## src/ieb_pkg.sv

```systemverilog
// Constants and types shared by the interrupt enable/pending bank files
package ieb_pkg;

  // Bus and bank geometry
  localparam int unsigned ADDR_W     = 12;          // Byte address width of the 4 KB window
  localparam int unsigned DATA_W     = 32;          // APB data width
  localparam int unsigned STRB_W     = 4;           // APB byte strobes
  localparam int unsigned BANK_W     = 32;          // Lines per bank register
  localparam int unsigned BANKS      = 2;           // Lower and upper banks
  localparam int unsigned LINES      = 64;          // External lines held here
  localparam int unsigned LOWER_LINE = 32;          // First line of the lower bank
  localparam int unsigned UPPER_LINE = 64;          // First line of the upper bank

  // Register offsets (byte addresses)
  localparam logic [11:0] OFF_PRIV_EN_SET   = 12'h100;  // Private slot, reads zero
  localparam logic [11:0] OFF_LO_EN_SET     = 12'h104;
  localparam logic [11:0] OFF_UP_EN_SET     = 12'h108;
  localparam logic [11:0] OFF_PRIV_EN_CLR   = 12'h180;  // lower_private_enable_clear
  localparam logic [11:0] OFF_LO_EN_CLR     = 12'h184;
  localparam logic [11:0] OFF_UP_EN_CLR     = 12'h188;
  localparam logic [11:0] OFF_PRIV_PD_SET   = 12'h200;  // lower_private_pending_set
  localparam logic [11:0] OFF_LO_PD_SET     = 12'h204;
  localparam logic [11:0] OFF_UP_PD_SET     = 12'h208;
  localparam logic [11:0] OFF_PRIV_PD_CLR   = 12'h280;  // lower_private_pending_clear
  localparam logic [11:0] OFF_LO_PD_CLR     = 12'h284;
  localparam logic [11:0] OFF_UP_PD_CLR     = 12'h288;

  // Reset values
  localparam logic [31:0] RST_ENABLE  = 32'h0000_0000;
  localparam logic [31:0] RST_PENDING = 32'h0000_0000;
  localparam logic [31:0] RST_LINES   = 32'h0000_0000;
  localparam logic [31:0] RST_RDATA   = 32'h0000_0000;
  localparam logic [31:0] RSVD_RDATA  = 32'h0000_0000;

  // Register view selected by an address
  typedef enum logic [2:0] {
    IEB_SEL_NONE   = 3'h0,
    IEB_SEL_RSVD   = 3'h1,
    IEB_SEL_EN_SET = 3'h2,
    IEB_SEL_EN_CLR = 3'h3,
    IEB_SEL_PD_SET = 3'h4,
    IEB_SEL_PD_CLR = 3'h5
  } ieb_sel_t;

  // APB slave phase, Gray coded
  typedef enum logic [1:0] {
    IEB_PH_IDLE   = 2'h0,
    IEB_PH_ACCESS = 2'h1
  } ieb_phase_t;

  // State of one bank
  typedef struct packed {
    logic [31:0] enable;
    logic [31:0] pending;
    logic [31:0] line_prev;
  } ieb_bank_state_t;

  // State of the bus slave
  typedef struct packed {
    ieb_phase_t  phase;
    logic [31:0] rdata;
    logic        err;
  } ieb_apb_state_t;

  localparam ieb_bank_state_t RST_BANK = '{RST_ENABLE, RST_PENDING, RST_LINES};
  localparam ieb_apb_state_t  RST_APB  = '{IEB_PH_IDLE, RST_RDATA, 1'b0};

endpackage

```

## src/ieb_bank.sv

```systemverilog
// One bank of 32 lines: enable and pending state with set and clear strobes
`timescale 1ns/1ps
module ieb_bank (
  input  wire logic                        pclk,
  input  wire logic                        presetn,
  input  wire logic [ieb_pkg::BANK_W-1:0]  line_in,
  input  wire logic [ieb_pkg::DATA_W-1:0]  wmask,
  input  wire logic                        en_set_we,
  input  wire logic                        en_clr_we,
  input  wire logic                        pd_set_we,
  input  wire logic                        pd_clr_we,
  output logic      [ieb_pkg::BANK_W-1:0]  enable,
  output logic      [ieb_pkg::BANK_W-1:0]  pending,
  output logic      [ieb_pkg::BANK_W-1:0]  rise
);
  import ieb_pkg::*;

  ieb_bank_state_t st_reg;   // Registered bank state
  ieb_bank_state_t st_next;  // Next bank state
  logic [31:0]     set_mask; // Bits going pending this cycle
  logic [31:0]     clr_mask; // Bits cleared by software

  // Next-state logic; zero bits of a write leave state alone
  always_comb begin
    st_next  = st_reg;
    rise     = line_in & ~st_reg.line_prev;
    set_mask = rise | (pd_set_we ? wmask : RST_PENDING);
    clr_mask = pd_clr_we ? wmask : RST_PENDING;
    st_next.line_prev = line_in;
    if (en_set_we) begin
      st_next.enable = st_reg.enable | wmask;
    end else if (en_clr_we) begin
      st_next.enable = st_reg.enable & ~wmask;
    end
    // A line edge in the clearing cycle still wins, so no event is lost
    st_next.pending = (st_reg.pending & ~clr_mask) | set_mask;
  end

  // State register
  always_ff @(posedge pclk or negedge presetn) begin
    if (!presetn) begin
      st_reg <= RST_BANK;
    end else begin
      st_reg <= st_next;
    end
  end

  assign enable  = st_reg.enable;
  assign pending = st_reg.pending;

endmodule

```

## src/ieb_decode.sv

```systemverilog
// Address decoder: maps an APB byte address to a register view and bank
`timescale 1ns/1ps
module ieb_decode (
  input  wire logic [ieb_pkg::ADDR_W-1:0] addr,
  output ieb_pkg::ieb_sel_t               sel,
  output logic                            bank
);
  import ieb_pkg::*;

  // Word compare only; the two low address bits are ignored
  always_comb begin
    sel  = IEB_SEL_NONE;
    bank = 1'b0;
    case (addr[11:2])
      OFF_PRIV_EN_SET[11:2], OFF_PRIV_EN_CLR[11:2],
      OFF_PRIV_PD_SET[11:2], OFF_PRIV_PD_CLR[11:2]: begin
        sel = IEB_SEL_RSVD;  // Private slots answer but hold nothing
      end
      OFF_LO_EN_SET[11:2]: sel = IEB_SEL_EN_SET;
      OFF_LO_EN_CLR[11:2]: sel = IEB_SEL_EN_CLR;
      OFF_LO_PD_SET[11:2]: sel = IEB_SEL_PD_SET;
      OFF_LO_PD_CLR[11:2]: sel = IEB_SEL_PD_CLR;
      OFF_UP_EN_SET[11:2]: begin
        sel  = IEB_SEL_EN_SET;
        bank = 1'b1;
      end
      OFF_UP_EN_CLR[11:2]: begin
        sel  = IEB_SEL_EN_CLR;
        bank = 1'b1;
      end
      OFF_UP_PD_SET[11:2]: begin
        sel  = IEB_SEL_PD_SET;
        bank = 1'b1;
      end
      OFF_UP_PD_CLR[11:2]: begin
        sel  = IEB_SEL_PD_CLR;
        bank = 1'b1;
      end
      default: begin
        sel  = IEB_SEL_NONE;  // Unmapped: slave error
        bank = 1'b0;
      end
    endcase
  end

endmodule

```

## src/ieb_enable_pending_bank.sv

```systemverilog
// APB enable/pending bank for external interrupt lines 32 to 95
//
// The APB register port was left to the implementer.
`timescale 1ns/1ps
module ieb_enable_pending_bank (
  input  wire logic                        pclk,
  input  wire logic                        presetn,
  input  wire logic                        psel,
  input  wire logic                        penable,
  input  wire logic                        pwrite,
  input  wire logic [ieb_pkg::ADDR_W-1:0]  paddr,
  input  wire logic [ieb_pkg::DATA_W-1:0]  pwdata,
  input  wire logic [ieb_pkg::STRB_W-1:0]  pstrb,
  output logic      [ieb_pkg::DATA_W-1:0]  prdata,
  output logic                             pready,
  output logic                             pslverr,
  input  wire logic [ieb_pkg::LINES-1:0]   ext_irq_in,
  output logic      [ieb_pkg::LINES-1:0]   line_enable,
  output logic      [ieb_pkg::LINES-1:0]   line_pending
);
  import ieb_pkg::*;

  ieb_apb_state_t st_reg;                 // Registered slave state
  ieb_apb_state_t st_next;                // Next slave state
  ieb_sel_t       sel;                    // Register view under the address
  logic           bank;                   // 0 lower, 1 upper
  logic           setup_cyc;              // First cycle of a transfer
  logic           wr_fire;                // Write takes effect this edge
  logic [31:0]    wmask;                  // Write data gated by strobes
  logic [31:0]    rd_mux;                 // Read data of the current address
  logic [31:0]    enable_vec  [BANKS];    // Enable state per bank
  logic [31:0]    pending_vec [BANKS];    // Pending state per bank
  logic [31:0]    rise_vec    [BANKS];    // Line rising edges per bank
  logic [BANKS-1:0] en_set_we;            // Per-bank write strobes
  logic [BANKS-1:0] en_clr_we;
  logic [BANKS-1:0] pd_set_we;
  logic [BANKS-1:0] pd_clr_we;

  // Address decode of the eight bank views and the private slots
  ieb_decode u_decode (
    .addr (paddr),
    .sel  (sel),
    .bank (bank)
  );

  // Handshake terms
  assign setup_cyc = psel && !penable;
  // Zero wait states: the access phase after every setup is ready
  assign pready    = psel && penable && (st_reg.phase == IEB_PH_ACCESS);
  assign pslverr   = pready && st_reg.err;
  assign prdata    = st_reg.rdata;
  assign wr_fire   = pready && pwrite && !st_reg.err;

  // Byte strobes: unstrobed lanes write zeros, which leave state alone
  always_comb begin
    wmask = pwdata;
    for (int i = 0; i < STRB_W; i++) begin
      if (!pstrb[i]) begin
        wmask[i*8 +: 8] = 8'h00;
      end
    end
  end

  // Banks: lower holds lines 32..63, upper lines 64..95
  for (genvar b = 0; b < BANKS; b++) begin : g_bank
    // Strobes only fire on the completing edge of a mapped write
    assign en_set_we[b] = wr_fire && (sel == IEB_SEL_EN_SET) && (bank == b[0]);
    assign en_clr_we[b] = wr_fire && (sel == IEB_SEL_EN_CLR) && (bank == b[0]);
    assign pd_set_we[b] = wr_fire && (sel == IEB_SEL_PD_SET) && (bank == b[0]);
    assign pd_clr_we[b] = wr_fire && (sel == IEB_SEL_PD_CLR) && (bank == b[0]);

    ieb_bank u_bank (
      .pclk      (pclk),
      .presetn   (presetn),
      .line_in   (ext_irq_in[b*BANK_W +: BANK_W]),
      .wmask     (wmask),
      .en_set_we (en_set_we[b]),
      .en_clr_we (en_clr_we[b]),
      .pd_set_we (pd_set_we[b]),
      .pd_clr_we (pd_clr_we[b]),
      .enable    (enable_vec[b]),
      .pending   (pending_vec[b]),
      .rise      (rise_vec[b])
    );

    // Bit k of bank b is line base + k, in order
    assign line_enable[b*BANK_W +: BANK_W]  = enable_vec[b];
    assign line_pending[b*BANK_W +: BANK_W] = pending_vec[b];
  end

  // Read mux: set and clear views return the same stored vector
  always_comb begin
    rd_mux = RSVD_RDATA;
    case (sel)
      IEB_SEL_EN_SET: rd_mux = enable_vec[bank];
      IEB_SEL_EN_CLR: rd_mux = enable_vec[bank];
      IEB_SEL_PD_SET: rd_mux = pending_vec[bank];
      IEB_SEL_PD_CLR: rd_mux = pending_vec[bank];
      IEB_SEL_RSVD:   rd_mux = RSVD_RDATA;
      default:        rd_mux = RSVD_RDATA;
    endcase
  end

  // Slave next state; read data is sampled in the setup cycle so that
  // prdata comes from a flop, at the cost of showing the state one cycle old
  always_comb begin
    st_next = st_reg;
    case (st_reg.phase)
      IEB_PH_IDLE: begin
        if (setup_cyc) begin
          st_next.phase = IEB_PH_ACCESS;
          st_next.rdata = pwrite ? RSVD_RDATA : rd_mux;
          st_next.err   = (sel == IEB_SEL_NONE);
        end
      end
      IEB_PH_ACCESS: begin
        // A setup may not overlap an access; leave once it completes
        if (pready) begin
          st_next.phase = IEB_PH_IDLE;
        end else if (!psel) begin
          st_next.phase = IEB_PH_IDLE;  // Master abandoned the transfer
        end
      end
      default: begin
        st_next = RST_APB;
      end
    endcase
  end

  // Slave state register
  always_ff @(posedge pclk or negedge presetn) begin
    if (!presetn) begin
      st_reg <= RST_APB;
    end else begin
      st_reg <= st_next;
    end
  end

  // ---- Assertions ----

  // Setup cycle is always followed by a ready access phase
  zero_wait_a: assert property (
    @(posedge pclk) disable iff (!presetn)
    (setup_cyc ##1 (psel && penable)) |-> pready)
    else $error("access phase not ready after setup");

  // Enable-set write turns on every written bit
  en_set_a: assert property (
    @(posedge pclk) disable iff (!presetn)
    en_set_we[0] |=> ((enable_vec[0] & $past(wmask)) == $past(wmask)))
    else $error("enable-set write did not enable lines");

  // Enable-clear write turns off every written bit
  en_clr_a: assert property (
    @(posedge pclk) disable iff (!presetn)
    en_clr_we[1] |=> ((enable_vec[1] & $past(wmask)) == 32'h0000_0000))
    else $error("enable-clear write did not disable lines");

  // Pending-set write makes every written bit pending
  pd_set_a: assert property (
    @(posedge pclk) disable iff (!presetn)
    pd_set_we[1] |=> ((pending_vec[1] & $past(wmask)) == $past(wmask)))
    else $error("pending-set write did not set pending");

  // Pending-clear write clears bits that saw no edge that cycle
  pd_clr_a: assert property (
    @(posedge pclk) disable iff (!presetn)
    pd_clr_we[0] |=>
      ((pending_vec[0] & $past(wmask) & ~$past(rise_vec[0])) == 32'h0000_0000))
    else $error("pending-clear write left lines pending");

  // A line edge in the clearing cycle is not lost
  edge_wins_a: assert property (
    @(posedge pclk) disable iff (!presetn)
    pd_clr_we[1] |=> ((pending_vec[1] & $past(rise_vec[1])) == $past(rise_vec[1])))
    else $error("line edge lost against pending clear");

  // Zero bits of an enable-set write keep their old state
  set_keep_a: assert property (
    @(posedge pclk) disable iff (!presetn)
    en_set_we[1] |=>
      ((enable_vec[1] & ~$past(wmask)) == ($past(enable_vec[1]) & ~$past(wmask))))
    else $error("enable-set write changed unwritten bits");

  // Zero bits of an enable-clear write keep their old state
  clr_keep_a: assert property (
    @(posedge pclk) disable iff (!presetn)
    en_clr_we[0] |=>
      ((enable_vec[0] | $past(wmask)) == ($past(enable_vec[0]) | $past(wmask))))
    else $error("enable-clear write changed unwritten bits");

  // Upper enable-set read returns the enable vector
  rd_en_set_a: assert property (
    @(posedge pclk) disable iff (!presetn)
    (pready && !pwrite && sel == IEB_SEL_EN_SET && bank) |-> (prdata == enable_vec[1]))
    else $error("enable-set read mismatch");

  // Lower enable-clear read returns the same enable vector
  rd_en_clr_a: assert property (
    @(posedge pclk) disable iff (!presetn)
    (pready && !pwrite && sel == IEB_SEL_EN_CLR && !bank) |-> (prdata == enable_vec[0]))
    else $error("enable-clear read mismatch");

  // Pending views return the pending vector sampled in setup
  rd_pend_a: assert property (
    @(posedge pclk) disable iff (!presetn)
    (pready && !pwrite && (sel == IEB_SEL_PD_SET || sel == IEB_SEL_PD_CLR))
      |-> (prdata == $past(pending_vec[bank])))
    else $error("pending read mismatch");

  // Private slots read zero and answer without error
  rsvd_slot_a: assert property (
    @(posedge pclk) disable iff (!presetn)
    (pready && sel == IEB_SEL_RSVD) |-> (!pslverr && (pwrite || prdata == 32'h0000_0000)))
    else $error("private slot misbehaved");

  // Unmapped addresses get a slave error
  unmapped_a: assert property (
    @(posedge pclk) disable iff (!presetn)
    (pready && sel == IEB_SEL_NONE) |-> pslverr)
    else $error("unmapped address without error");

  // All lines disabled and idle right after reset
  reset_zero_a: assert property (
    @(posedge pclk) disable iff (!presetn)
    !$past(presetn) |-> (line_enable == 64'h0 && line_pending == 64'h0))
    else $error("state not zero after reset");

  // Upper line edge becomes upper pending bit one cycle later
  upper_map_a: assert property (
    @(posedge pclk) disable iff (!presetn)
    ##1 ((line_pending[63:32] & $past(rise_vec[1])) == $past(rise_vec[1])))
    else $error("upper line edge not recorded");

  // Lower line edge becomes lower pending bit one cycle later
  lower_map_a: assert property (
    @(posedge pclk) disable iff (!presetn)
    ##1 ((line_pending[31:0] & $past(rise_vec[0])) == $past(rise_vec[0])))
    else $error("lower line edge not recorded");

  // Enable state moves only through bus writes
  en_stable_a: assert property (
    @(posedge pclk) disable iff (!presetn)
    !(|en_set_we || |en_clr_we) |=> $stable(line_enable))
    else $error("enable changed without a write");

  // Upper enable-set write turns on every written bit
  up_en_set_a: assert property (
    @(posedge pclk) disable iff (!presetn)
    en_set_we[1] |=> ((enable_vec[1] & $past(wmask)) == $past(wmask)))
    else $error("upper enable-set write did not enable lines");

  // Lower enable-clear write turns off every written bit
  lo_en_clr_a: assert property (
    @(posedge pclk) disable iff (!presetn)
    en_clr_we[0] |=> ((enable_vec[0] & $past(wmask)) == 32'h0000_0000))
    else $error("lower enable-clear write did not disable lines");

  // Lower pending-set write makes every written bit pending
  lo_pd_set_a: assert property (
    @(posedge pclk) disable iff (!presetn)
    pd_set_we[0] |=> ((pending_vec[0] & $past(wmask)) == $past(wmask)))
    else $error("lower pending-set write did not set pending");

  // Upper pending-clear write clears bits that saw no edge that cycle
  up_pd_clr_a: assert property (
    @(posedge pclk) disable iff (!presetn)
    pd_clr_we[1] |=>
      ((pending_vec[1] & $past(wmask) & ~$past(rise_vec[1])) == 32'h0000_0000))
    else $error("upper pending-clear write left lines pending");

  // A lower line edge in the clearing cycle is not lost
  lo_edge_wins_a: assert property (
    @(posedge pclk) disable iff (!presetn)
    pd_clr_we[0] |=> ((pending_vec[0] & $past(rise_vec[0])) == $past(rise_vec[0])))
    else $error("lower line edge lost against pending clear");

  // Zero bits of a lower enable-set write keep their old state
  lo_set_keep_a: assert property (
    @(posedge pclk) disable iff (!presetn)
    en_set_we[0] |=>
      ((enable_vec[0] & ~$past(wmask)) == ($past(enable_vec[0]) & ~$past(wmask))))
    else $error("lower enable-set write changed unwritten bits");

  // Unstrobed byte lanes never reach the banks
  strb_mask_a: assert property (
    @(posedge pclk) disable iff (!presetn)
    wr_fire |-> ((wmask & ~{{8{pstrb[3]}}, {8{pstrb[2]}}, {8{pstrb[1]}}, {8{pstrb[0]}}})
                 == 32'h0000_0000))
    else $error("unstrobed lane reached a bank");

  // Pending bits fall only through a pending-clear write
  pd_keep_a: assert property (
    @(posedge pclk) disable iff (!presetn)
    !(|pd_clr_we) |=> ((~line_pending & $past(line_pending)) == 64'h0))
    else $error("pending cleared without a write");

  // Lower enable-set read returns the enable vector
  rd_lo_set_a: assert property (
    @(posedge pclk) disable iff (!presetn)
    (pready && !pwrite && sel == IEB_SEL_EN_SET && !bank) |-> (prdata == enable_vec[0]))
    else $error("lower enable-set read mismatch");

  // Upper enable-clear read returns the same enable vector
  rd_up_clr_a: assert property (
    @(posedge pclk) disable iff (!presetn)
    (pready && !pwrite && sel == IEB_SEL_EN_CLR && bank) |-> (prdata == enable_vec[1]))
    else $error("upper enable-clear read mismatch");

  // Writes return zero read data
  wr_rdata_a: assert property (
    @(posedge pclk) disable iff (!presetn)
    (pready && pwrite) |-> (prdata == 32'h0000_0000))
    else $error("write returned read data");

  // Ready only in the cycle after a setup
  ready_slot_a: assert property (
    @(posedge pclk) disable iff (!presetn)
    pready |-> $past(setup_cyc))
    else $error("ready outside an access phase");

  // An unmapped write leaves the enables alone
  bad_wr_a: assert property (
    @(posedge pclk) disable iff (!presetn)
    (pready && pwrite && sel == IEB_SEL_NONE) |=> $stable(line_enable))
    else $error("unmapped write changed enables");

endmodule

```

## config.mk

```make
export PLATFORM = sky130hd
export DESIGN_NAME = ieb_enable_pending_bank
export DESIGN_NICKNAME = d
export VERILOG_FILES = /design/src/ieb_pkg.sv /design/src/ieb_bank.sv /design/src/ieb_decode.sv /design/src/ieb_enable_pending_bank.sv
export SDC_FILE = /design/constraint.sdc
export NUM_CORES = 1
export LEC_CHECK = 0
export ABC_AREA = 0
export BUFFER_PORTS_ARGS = -buffer_cell sky130_fd_sc_hd__buf_2
export CAP_MARGIN = 0
export CORE_MARGIN = 8
export CORE_UTILIZATION = 54
export DETAILED_ROUTE_END_ITERATION = 16
export PLACE_DENSITY_LB_ADDON = 0.3
export SLEW_MARGIN = 20
export SYNTH_ARGS = -nofsm -noshare
export SYNTH_HDL_FRONTEND = slang
export SYNTH_SLANG_ARGS = --single-unit
```

## constraint.sdc

```tcl
create_clock -name pclk -period 2 [get_ports pclk]
set_clock_uncertainty 0.2 [all_clocks]
set_input_delay 0.2 -clock pclk [delete_from_list [all_inputs] [get_ports pclk]]
set_output_delay 0.2 -clock pclk [all_outputs]
set_load 0.03 [all_outputs]
```

After elaboration in Yosys (flattened, before gate mapping). Index checks and enable logic that the tools add are counted.

Magnitude comparators: 1. Mux-type cells: 27. Reduce and logical (&&, ||, !) cells: 34. Eq/ne operators: 19. Bitwise logic cells: 20.

Operators with widths (number): $mux 32 (15); $and 32x32->32 (6); $or 32x32->32 (6); $not 32->32 (5); $pmux 33 s2 (1); $pmux 32 s2 (1); $eq 10x7->1 const B (6); $eq 10x8->1 const B (6); $mux 35 (1); $mux 8 (4); $logic_and 1x1->1 (18); $pmux 3 s5 (1); $reduce_or 2->1 (6); $reduce_or 4->1 (2); $eq 3x2->1 const B (2); $eq 3x3->1 const B (2); $mux 2 (2); $pmux 2 s2 (1); $reduce_and 2->1 (2); $reduce_bool 2->1 (2); $logic_not 3->1 (1); $ne 3x3->1 const B (1); $eq 2x1->1 const B (1); $ge 2x2->1 const B (1); other kinds (6) (8).

Bits in registers: 227. Logic and storage cells: 110. Input port bits: 117.

Logic depth before layout (Yosys ltp). Gate-level depths: netlist (run 1).

Depth after elaboration: 11. Gate-level depth with buffers: 7. Mapped depth without buffers: 4.

By module. From an unflattened synthesis (run 1), not the netlist that was laid out.

Cells, all modules: 950. Area, all modules: 10855.4 um2.

Modules (own cells, without submodules): ieb_bank (instances 2, area an instance 4002.6 um2, cells each 332); ieb_enable_pending_bank (instances 1, area an instance 2773.9 um2, cells each 274); ieb_decode (instances 1, area an instance 76.3 um2, cells each 12).

Worst setup path before layout (run 1). OpenSTA, ideal clock, no wires.

Kind: flip-flop to flip-flop. From: register st_reg[33] (netlist name). To: register g_bank[1].u_bank.st_reg (netlist bit g_bank[1].u_bank.pending[27]). Cell stages (with the launch flop): 7. Setup slack: -0.057 ns. Arrival: 1.710 ns. Required time: 1.653 ns. Path through: dfrtp_1 -> and3_1 -> nand4_4 -> buf_6 -> buf_2 -> o41ai_1 -> o221ai_1.

RTL lines: start: declaration (RTL line ieb_enable_pending_bank.sv:23) `ieb_apb_state_t st_reg;`; start signal: assignment (RTL line ieb_enable_pending_bank.sv:135) `st_reg <= st_next;`; end signal: assignment (RTL line ieb_bank.sv:44) `st_reg <= st_next;`; end: declaration (RTL line ieb_bank.sv:18) `ieb_bank_state_t st_reg;`.

==> flow_metrics.env, run 1 <==
export IMPL_wire_per_inst_um=22.7
export IMPL_worstSetupPathType="reg -> reg"
export IMPL_final_setup_viol_count=0
export IMPL_cp_max_fo=29
export IMPL_synth_main_ff_cell="dfrtp_1"
export IMPL_synth_area_leaders="dfrtp_1 (50%), buf_4 (11%), o221ai_1 (7.0%)"
export IMPL_p_per_area_nw_per_um2=681
export IMPL_final_cell_mix="buf_2 (271), dfrtp_1 (226), dlygate4sd3_1 (120), nand2_1 (93), o221ai_1 (90)"
export IMPL_nets=1421
export IMPL_fp_dieW_um=160
export IMPL_rrSetupSlack_ns=0.03
export IMPL_r2r_cells=5
export IMPL_firstDrtPassIters=6
export IMPL_post_route_min_period_ns=1.97
export IMPL_synth_edff_count=0
export IMPL_final_max_slew_violation_count=0
export IMPL_cts_sinks=226
export IMPL_finalPower_uw=9790
export IMPL_chipHeight_um=160
export IMPL_power_switching_uw=2270
export IMPL_grt_setup_unrepaired="true"
export IMPL_routabilityCongestion=0.834
export IMPL_start_kind="flop"
export IMPL_cts_buffers=25
export IMPL_final_common_cell="buf_2"
export IMPL_comb_power_share=0.079
export IMPL_syn_nets=1162
export IMPL_initial_core_util=0.552
export IMPL_clk_pin_slew_ns=0.06
export IMPL_yosys_register_bits=226
export IMPL_rr_endpoint="g_bank[0].u_bank.pending[20]"
export IMPL_synth_seq_area_share=0.505
export IMPL_yosysWarnings=0
export IMPL_grtUsageTotal=0.269
export IMPL_drv_cap=0
export IMPL_reg2reg_from="st_reg[33]"
export IMPL_post_route_drc_count=0
export IMPL_p_clk_frac=0.444
export IMPL_grt_pass1_vias=10128
export IMPL_slew_limit_headroom=0.626
export IMPL_grt_overflow_total=0
export IMPL_cts_tree="done"
export IMPL_io_pins=279
export IMPL_viasPerCell=6.02
export IMPL_synth_cells=1045
export IMPL_vias=9574
export IMPL_avgSynthCellArea_um2=10.7
export IMPL_p_int_uw=7520
export IMPL_p_sw_frac=0.232
export IMPL_cp_end_kind="flop"
export IMPL_synth_top_area_cell="dfrtp_1"
export IMPL_cp_cell_sequence="and3_4, nand4_4, buf_4, o41ai_2, o221ai_1"
export IMPL_synth_cell_types=43
export IMPL_status="completed"
export IMPL_endpoint="g_bank[0].u_bank.pending[20]"
export IMPL_fmax_ghz=0.507
export IMPL_ir_drop_v=0.000806
export IMPL_cp_startpoint="st_reg[33]"
export IMPL_clock_path_buffers=3
export IMPL_core_um2=20300
export IMPL_dr_first_iter_drc_count=624
export IMPL_tightestPinTransition_ns=0.561
export IMPL_clk_latency_ns=0.53
export IMPL_layout_drive_gt1_share=0.317
export IMPL_final_setup_worst_slack_ns=0.0284
export IMPL_critical_path_slowest_cell="o41ai_2"
export IMPL_port_buffers=276
export IMPL_grt_pass1_wl_mm=56.5
export IMPL_drt_total_wl_mm=36.1
export IMPL_holdWs_ns=0.0395
export IMPL_synthToLayoutAreaGrowth_pct=28.3
export IMPL_cts_max_level=1
export IMPL_synth_top_area_share=0.505
export IMPL_antenna_left=0
export IMPL_hold_violations=0
export IMPL_pre_cts_ws_ns=-0.269
export IMPL_seq_power_share=0.477
export IMPL_async_flop_share=1.00
export IMPL_dieArea_um2=25600
export IMPL_hpwlAfterDp_mm=23.5
export IMPL_hold_class="in -> async"
export IMPL_syn_area_um2=11200
export IMPL_post_route_period_util=0.986
export IMPL_cp_required_ns=2.18
export IMPL_critPathMaxStageDelay_ns=0.43
export IMPL_antenna_found_initial=1
export IMPL_leakage_uw=0.00667
export IMPL_grt_max_degree=64
export IMPL_cts_root_buffer="clkbuf_16"
export IMPL_crit_arrival_ns=2.15
export IMPL_num_rows=52
==> layer usage <==
layer	vias up	share of wire	global-route usage
li1	4214	-	-
met1	4699	0.39	0.330
met2	571	0.49	0.452
met3	90	0.091	0.0668
met4	0	0.033	0.102
met5	-	0	0
==> final cells by class <==
cell class	instances	area, µm²
Antenna cell	3	7.51
Clock buffer	38	734
Clock inverter	3	30.0
Fill cell	1448	5920
Inverter	69	259
Multi-Input combinational cell	519	3900
Sequential cell	226	5660
Tap cell	270	338
Timing Repair Buffer	463	3450
==> Yosys cell counts (2+ instances only) <==
cell type	n
dfrtp_1	226
buf_4	164
nand2_1	93
o221ai_1	90
a21oi_1	69
a31oi_1	69
inv_1	69
o41ai_1	63
mux2i_1	59
and2_1	33
buf_2	30
clkbuf_1	28
a221oi_1	5
buf_6	5
o22ai_1	5
nor2_1	3
and3_1	2
and4_1	2
buf_12	2
nand4_1	2
nor2b_1	2
nor4b_4	2
xor2_2	2
==> worst min-delay path by stage <==
stage,start,end,cells after the start
CTS,presetn,g_bank[0].u_bank.st_reg[4],2
floorplan,presetn,asynchronous set/reset pin,0
finish,presetn,g_bank[0].u_bank.pending[25],2
global placement,presetn,g_bank[0].u_bank.st_reg[28],1
detailed placement,presetn,g_bank[0].u_bank.pending[27],1
global route,presetn,asynchronous set/reset pin,2
==> cells by family (layout without fill, tap and decap cells) <==
group / after synthesis / in the layout / share of synthesized area
xor+xnor: 2 / 2 / 0.00290
mux: 59 / 59 / 0.0527
buf+inv: 300 / 573 / 0.166
flops: 226 / 226 / 0.505
simple gates: 152 / 152 / 0.0732
other cells: 0 / 3 / 0
compound gates: 306 / 306 / 0.200
==> critical path, delay by kind of cell (launching register included) <==
kind                   cells  cell delay, ns
buffers and inverters      1            0.27
flip-flops                 1            0.39
AND/OR/NAND/NOR            2            0.32
AO/OA/AOI/OAI              2            0.62
==> power groups by stage <==
stage	Sequential [µW]	Combinational, µW	Clock, µW
after floorplan	4750	188	0
after global placement	4750	559	0
after detailed placement	4750	566	0
after CTS	4670	752	4400
after global routing	4680	840	4590
final	4670	772	4350
==> stage by stage <==
step                utilization  setup TNS [ns]  area [µm²]  instances
CTS                       0.698               0       14200       1585
global route              0.708          -0.480       14400       1589
global placement          0.600          -13.15       12200       1424
finish                    0.708               0       14400       1591
detailed placement        0.600          -18.56       12200       1424
floorplan                     -               0       11200       1045
==> timing repair <==
| item | in CTS | in global routing |
|---|---|---|
| setup endpoints to repair | 57 | 82 |
| cloned | 0 | 2 |
| resized for setup | 4 | 33 |
| setup buffers | 0 | 1 |
| hold buffers | 120 | 0 |
| hold endpoints to repair | 420 | 0 |
| pin swaps | 0 | 1 |
Note: power is estimated with default switching activity, not from simulation.
==> run 2: changes to the inputs <==
--- a/config.mk
+++ b/config.mk
@@ -7,4 +7,5 @@
 export LEC_CHECK = 0
 export ABC_AREA = 0
+export ABC_CLOCK_PERIOD_IN_PS = 2000
 export BUFFER_PORTS_ARGS = -buffer_cell sky130_fd_sc_hd__buf_2
 export CAP_MARGIN = 0
==> constraint.sdc (replaced) <==
create_clock -name pclk -period 2 [get_ports pclk]
set_clock_uncertainty 0.2 [all_clocks]
set_input_delay 0.2 -clock pclk [delete_from_list [all_inputs] [get_ports pclk]]
set_output_delay 0.2 -clock pclk [all_outputs]
set_load 0.05 [all_outputs]
==> flow_metrics.env, run 2 (synthesis gave the netlist of run 1 again) <==
export IMPL_fillers=1473
export IMPL_gr_usage_met3=0.0622
export IMPL_rrSetupSlack_ns=0.06
export IMPL_start_kind="input pin"
export IMPL_ir_drop_v=0.000695
export IMPL_final_setup_viol_count=0
export IMPL_worstSetupPathType="in -> reg"
export IMPL_post_route_drc_count=0
export IMPL_viasPerCell=6.07
export IMPL_post_route_period_util=0.980
export IMPL_drt_total_wl_mm=36.3
export IMPL_status="completed"
export IMPL_clk_pin_slew_ns=0.06
export IMPL_nets=1412
export IMPL_use_met2=0.447
export IMPL_slew_limit_headroom=0.618
export IMPL_cts_root_buffer="clkbuf_16"
export IMPL_final_common_cell="buf_2"
export IMPL_rr_endpoint="g_bank[1].u_bank.pending[20]"
export IMPL_cts_buffers=24
export IMPL_io_pins=279
export IMPL_initial_core_util=0.552
export IMPL_chipHeight_um=160
export IMPL_grt_overflow_total=0
export IMPL_antenna_left=0
export IMPL_fp_dieW_um=160
export IMPL_final_max_slew_violation_count=0
export IMPL_cp_end_kind="flop"
export IMPL_grtUsageTotal=0.269
export IMPL_drv_cap=0
export IMPL_reg2reg_from="st_reg[33]"
export IMPL_synthToLayoutAreaGrowth_pct=27.7
export IMPL_post_route_min_period_ns=1.96
export IMPL_crit_arrival_ns=2.13
export IMPL_cp_required_ns=2.17
export IMPL_hold_class="in -> async"
export IMPL_cts_tree="done"
export IMPL_layout_drive_gt1_share=0.310
export IMPL_holdWs_ns=0.00454
export IMPL_grt_pass1_wl_mm=56.0
export IMPL_clock_path_buffers=3
export IMPL_leakage_uw=0.00659
export IMPL_tightestPinTransition_ns=0.571
export IMPL_vias=9639
export IMPL_cts_max_level=1
export IMPL_routabilityCongestion=0.844
export IMPL_num_rows=52
export IMPL_p_per_area_nw_per_um2=699
export IMPL_grt_setup_unrepaired="true"
export IMPL_hpwlAfterDp_mm=23.1
export IMPL_wire_per_inst_um=22.9
export IMPL_final_cell_mix="buf_2 (272), dfrtp_1 (226), dlygate4sd3_1 (118), nand2_1 (93), o221ai_1 (90)"
export IMPL_placed_cell_area_um2=12100
export IMPL_gr_usage_met1=0.327
export IMPL_grt_max_degree=57
export IMPL_cts_sinks=226
export IMPL_antenna_found_initial=5
export IMPL_fmax_ghz=0.510
export IMPL_clk_latency_ns=0.52
export IMPL_grt_pass1_vias=10112
export IMPL_core_um2=20300
export IMPL_hold_violations=0
export IMPL_r2r_cells=5
export IMPL_cp_max_fo=16
export IMPL_postLayoutCellArea_um2=14300
export IMPL_dieArea_um2=25600
export IMPL_firstDrtPassIters=8
export IMPL_port_buffers=276
export IMPL_grt_busiest_layer="met2"
export IMPL_dr_first_iter_drc_count=712
run 2: cell types whose count changed in the layout (fill, tap and decap cells not counted), sizes merged:
| cell | before | now |
|---|---|---|
| buf | 340 | 333 |
| bufinv | 0 | 2 |
| clkinv | 2 | 4 |
| diode | 3 | 5 |
| dlygate4sd3 | 120 | 118 |
| clkbuf | 41 | 42 |
| inv | 70 | 69 |
run 2: worst max-delay path, cell delays in order:
cell and delay (ns):
dlygate4sd3_1 0.53, clkbuf_4 0.24, nand2_1 0.07, dlygate4sd3_1 0.60, o41ai_1 0.31, o221ai_1 0.18
run 2: timing repair:
item / 4_1_cts / 5_1_grt
hold buffers: 118 / 0
pin swaps: 1 / 1
gates resized for setup: 2 / 15
gates cloned: 1 / 2
hold endpoints to repair: 420 / 0
endpoints found under the setup margin: 18 / 80
buffers inserted: 1 / 2
run 2: worst max path at each step:
stage	start	to	cells past startpoint
after floorplan	paddr[6]	g_bank[1].u_bank.pending[27]	7
after global placement	paddr[2]	prdata[16]	7
after detailed placement	paddr[2]	prdata[16]	7
after CTS	pstrb[0]	g_bank[1].u_bank.pending[6]	6
after global routing	pstrb[0]	g_bank[1].u_bank.pending[6]	6
final	pstrb[0]	g_bank[1].u_bank.pending[6]	6
run 2: per-stage QoR:
stage / utilization / cells / total power, µW / worst slack, ns / TNS, ns
after floorplan: - / 1045 / 4940 / 0.0349 / 0
after global placement: 0.597 / 1415 / 5290 / -0.133 / -9.25
after detailed placement: 0.597 / 1415 / 5310 / -0.155 / -14.65
after CTS: 0.698 / 1579 / 10000 / 0.0133 / 0
after global routing: 0.705 / 1588 / 10300 / -0.0111 / -0.0171
final: 0.705 / 1588 / 10000 / 0.0397 / 0
run 2: report_power, final:
part           switching (µW)  total [µW]  internal [µW]
clock network            1840        4580           2740
logic                     419         759            340
registers                25.7        4670           4640
total                    2280       10000           7720
run 2: area by class of cell:
type / count / area (µm²) / area share
clock inverter: 6 / 91.3 / 0.00638
timing repair buffer: 455 / 3410 / 0.238
sequential: 226 / 5660 / 0.395
clock buffer: 38 / 723 / 0.0506
multi-input combinational: 519 / 3820 / 0.267
tap: 270 / 338 / 0.0236
antenna: 5 / 12.5 / 0.000875
inverter: 69 / 259 / 0.0181
run 2: per-layer routing:
| layer | part of all wire | wire length [µm] |
|---|---|---|
| met1 | 0.38 | 13900 |
| met3 | 0.091 | 3290 |
| met4 | 0.046 | 1660 |
| met2 | 0.48 | 17500 |
| met5 | 0 | 0 |
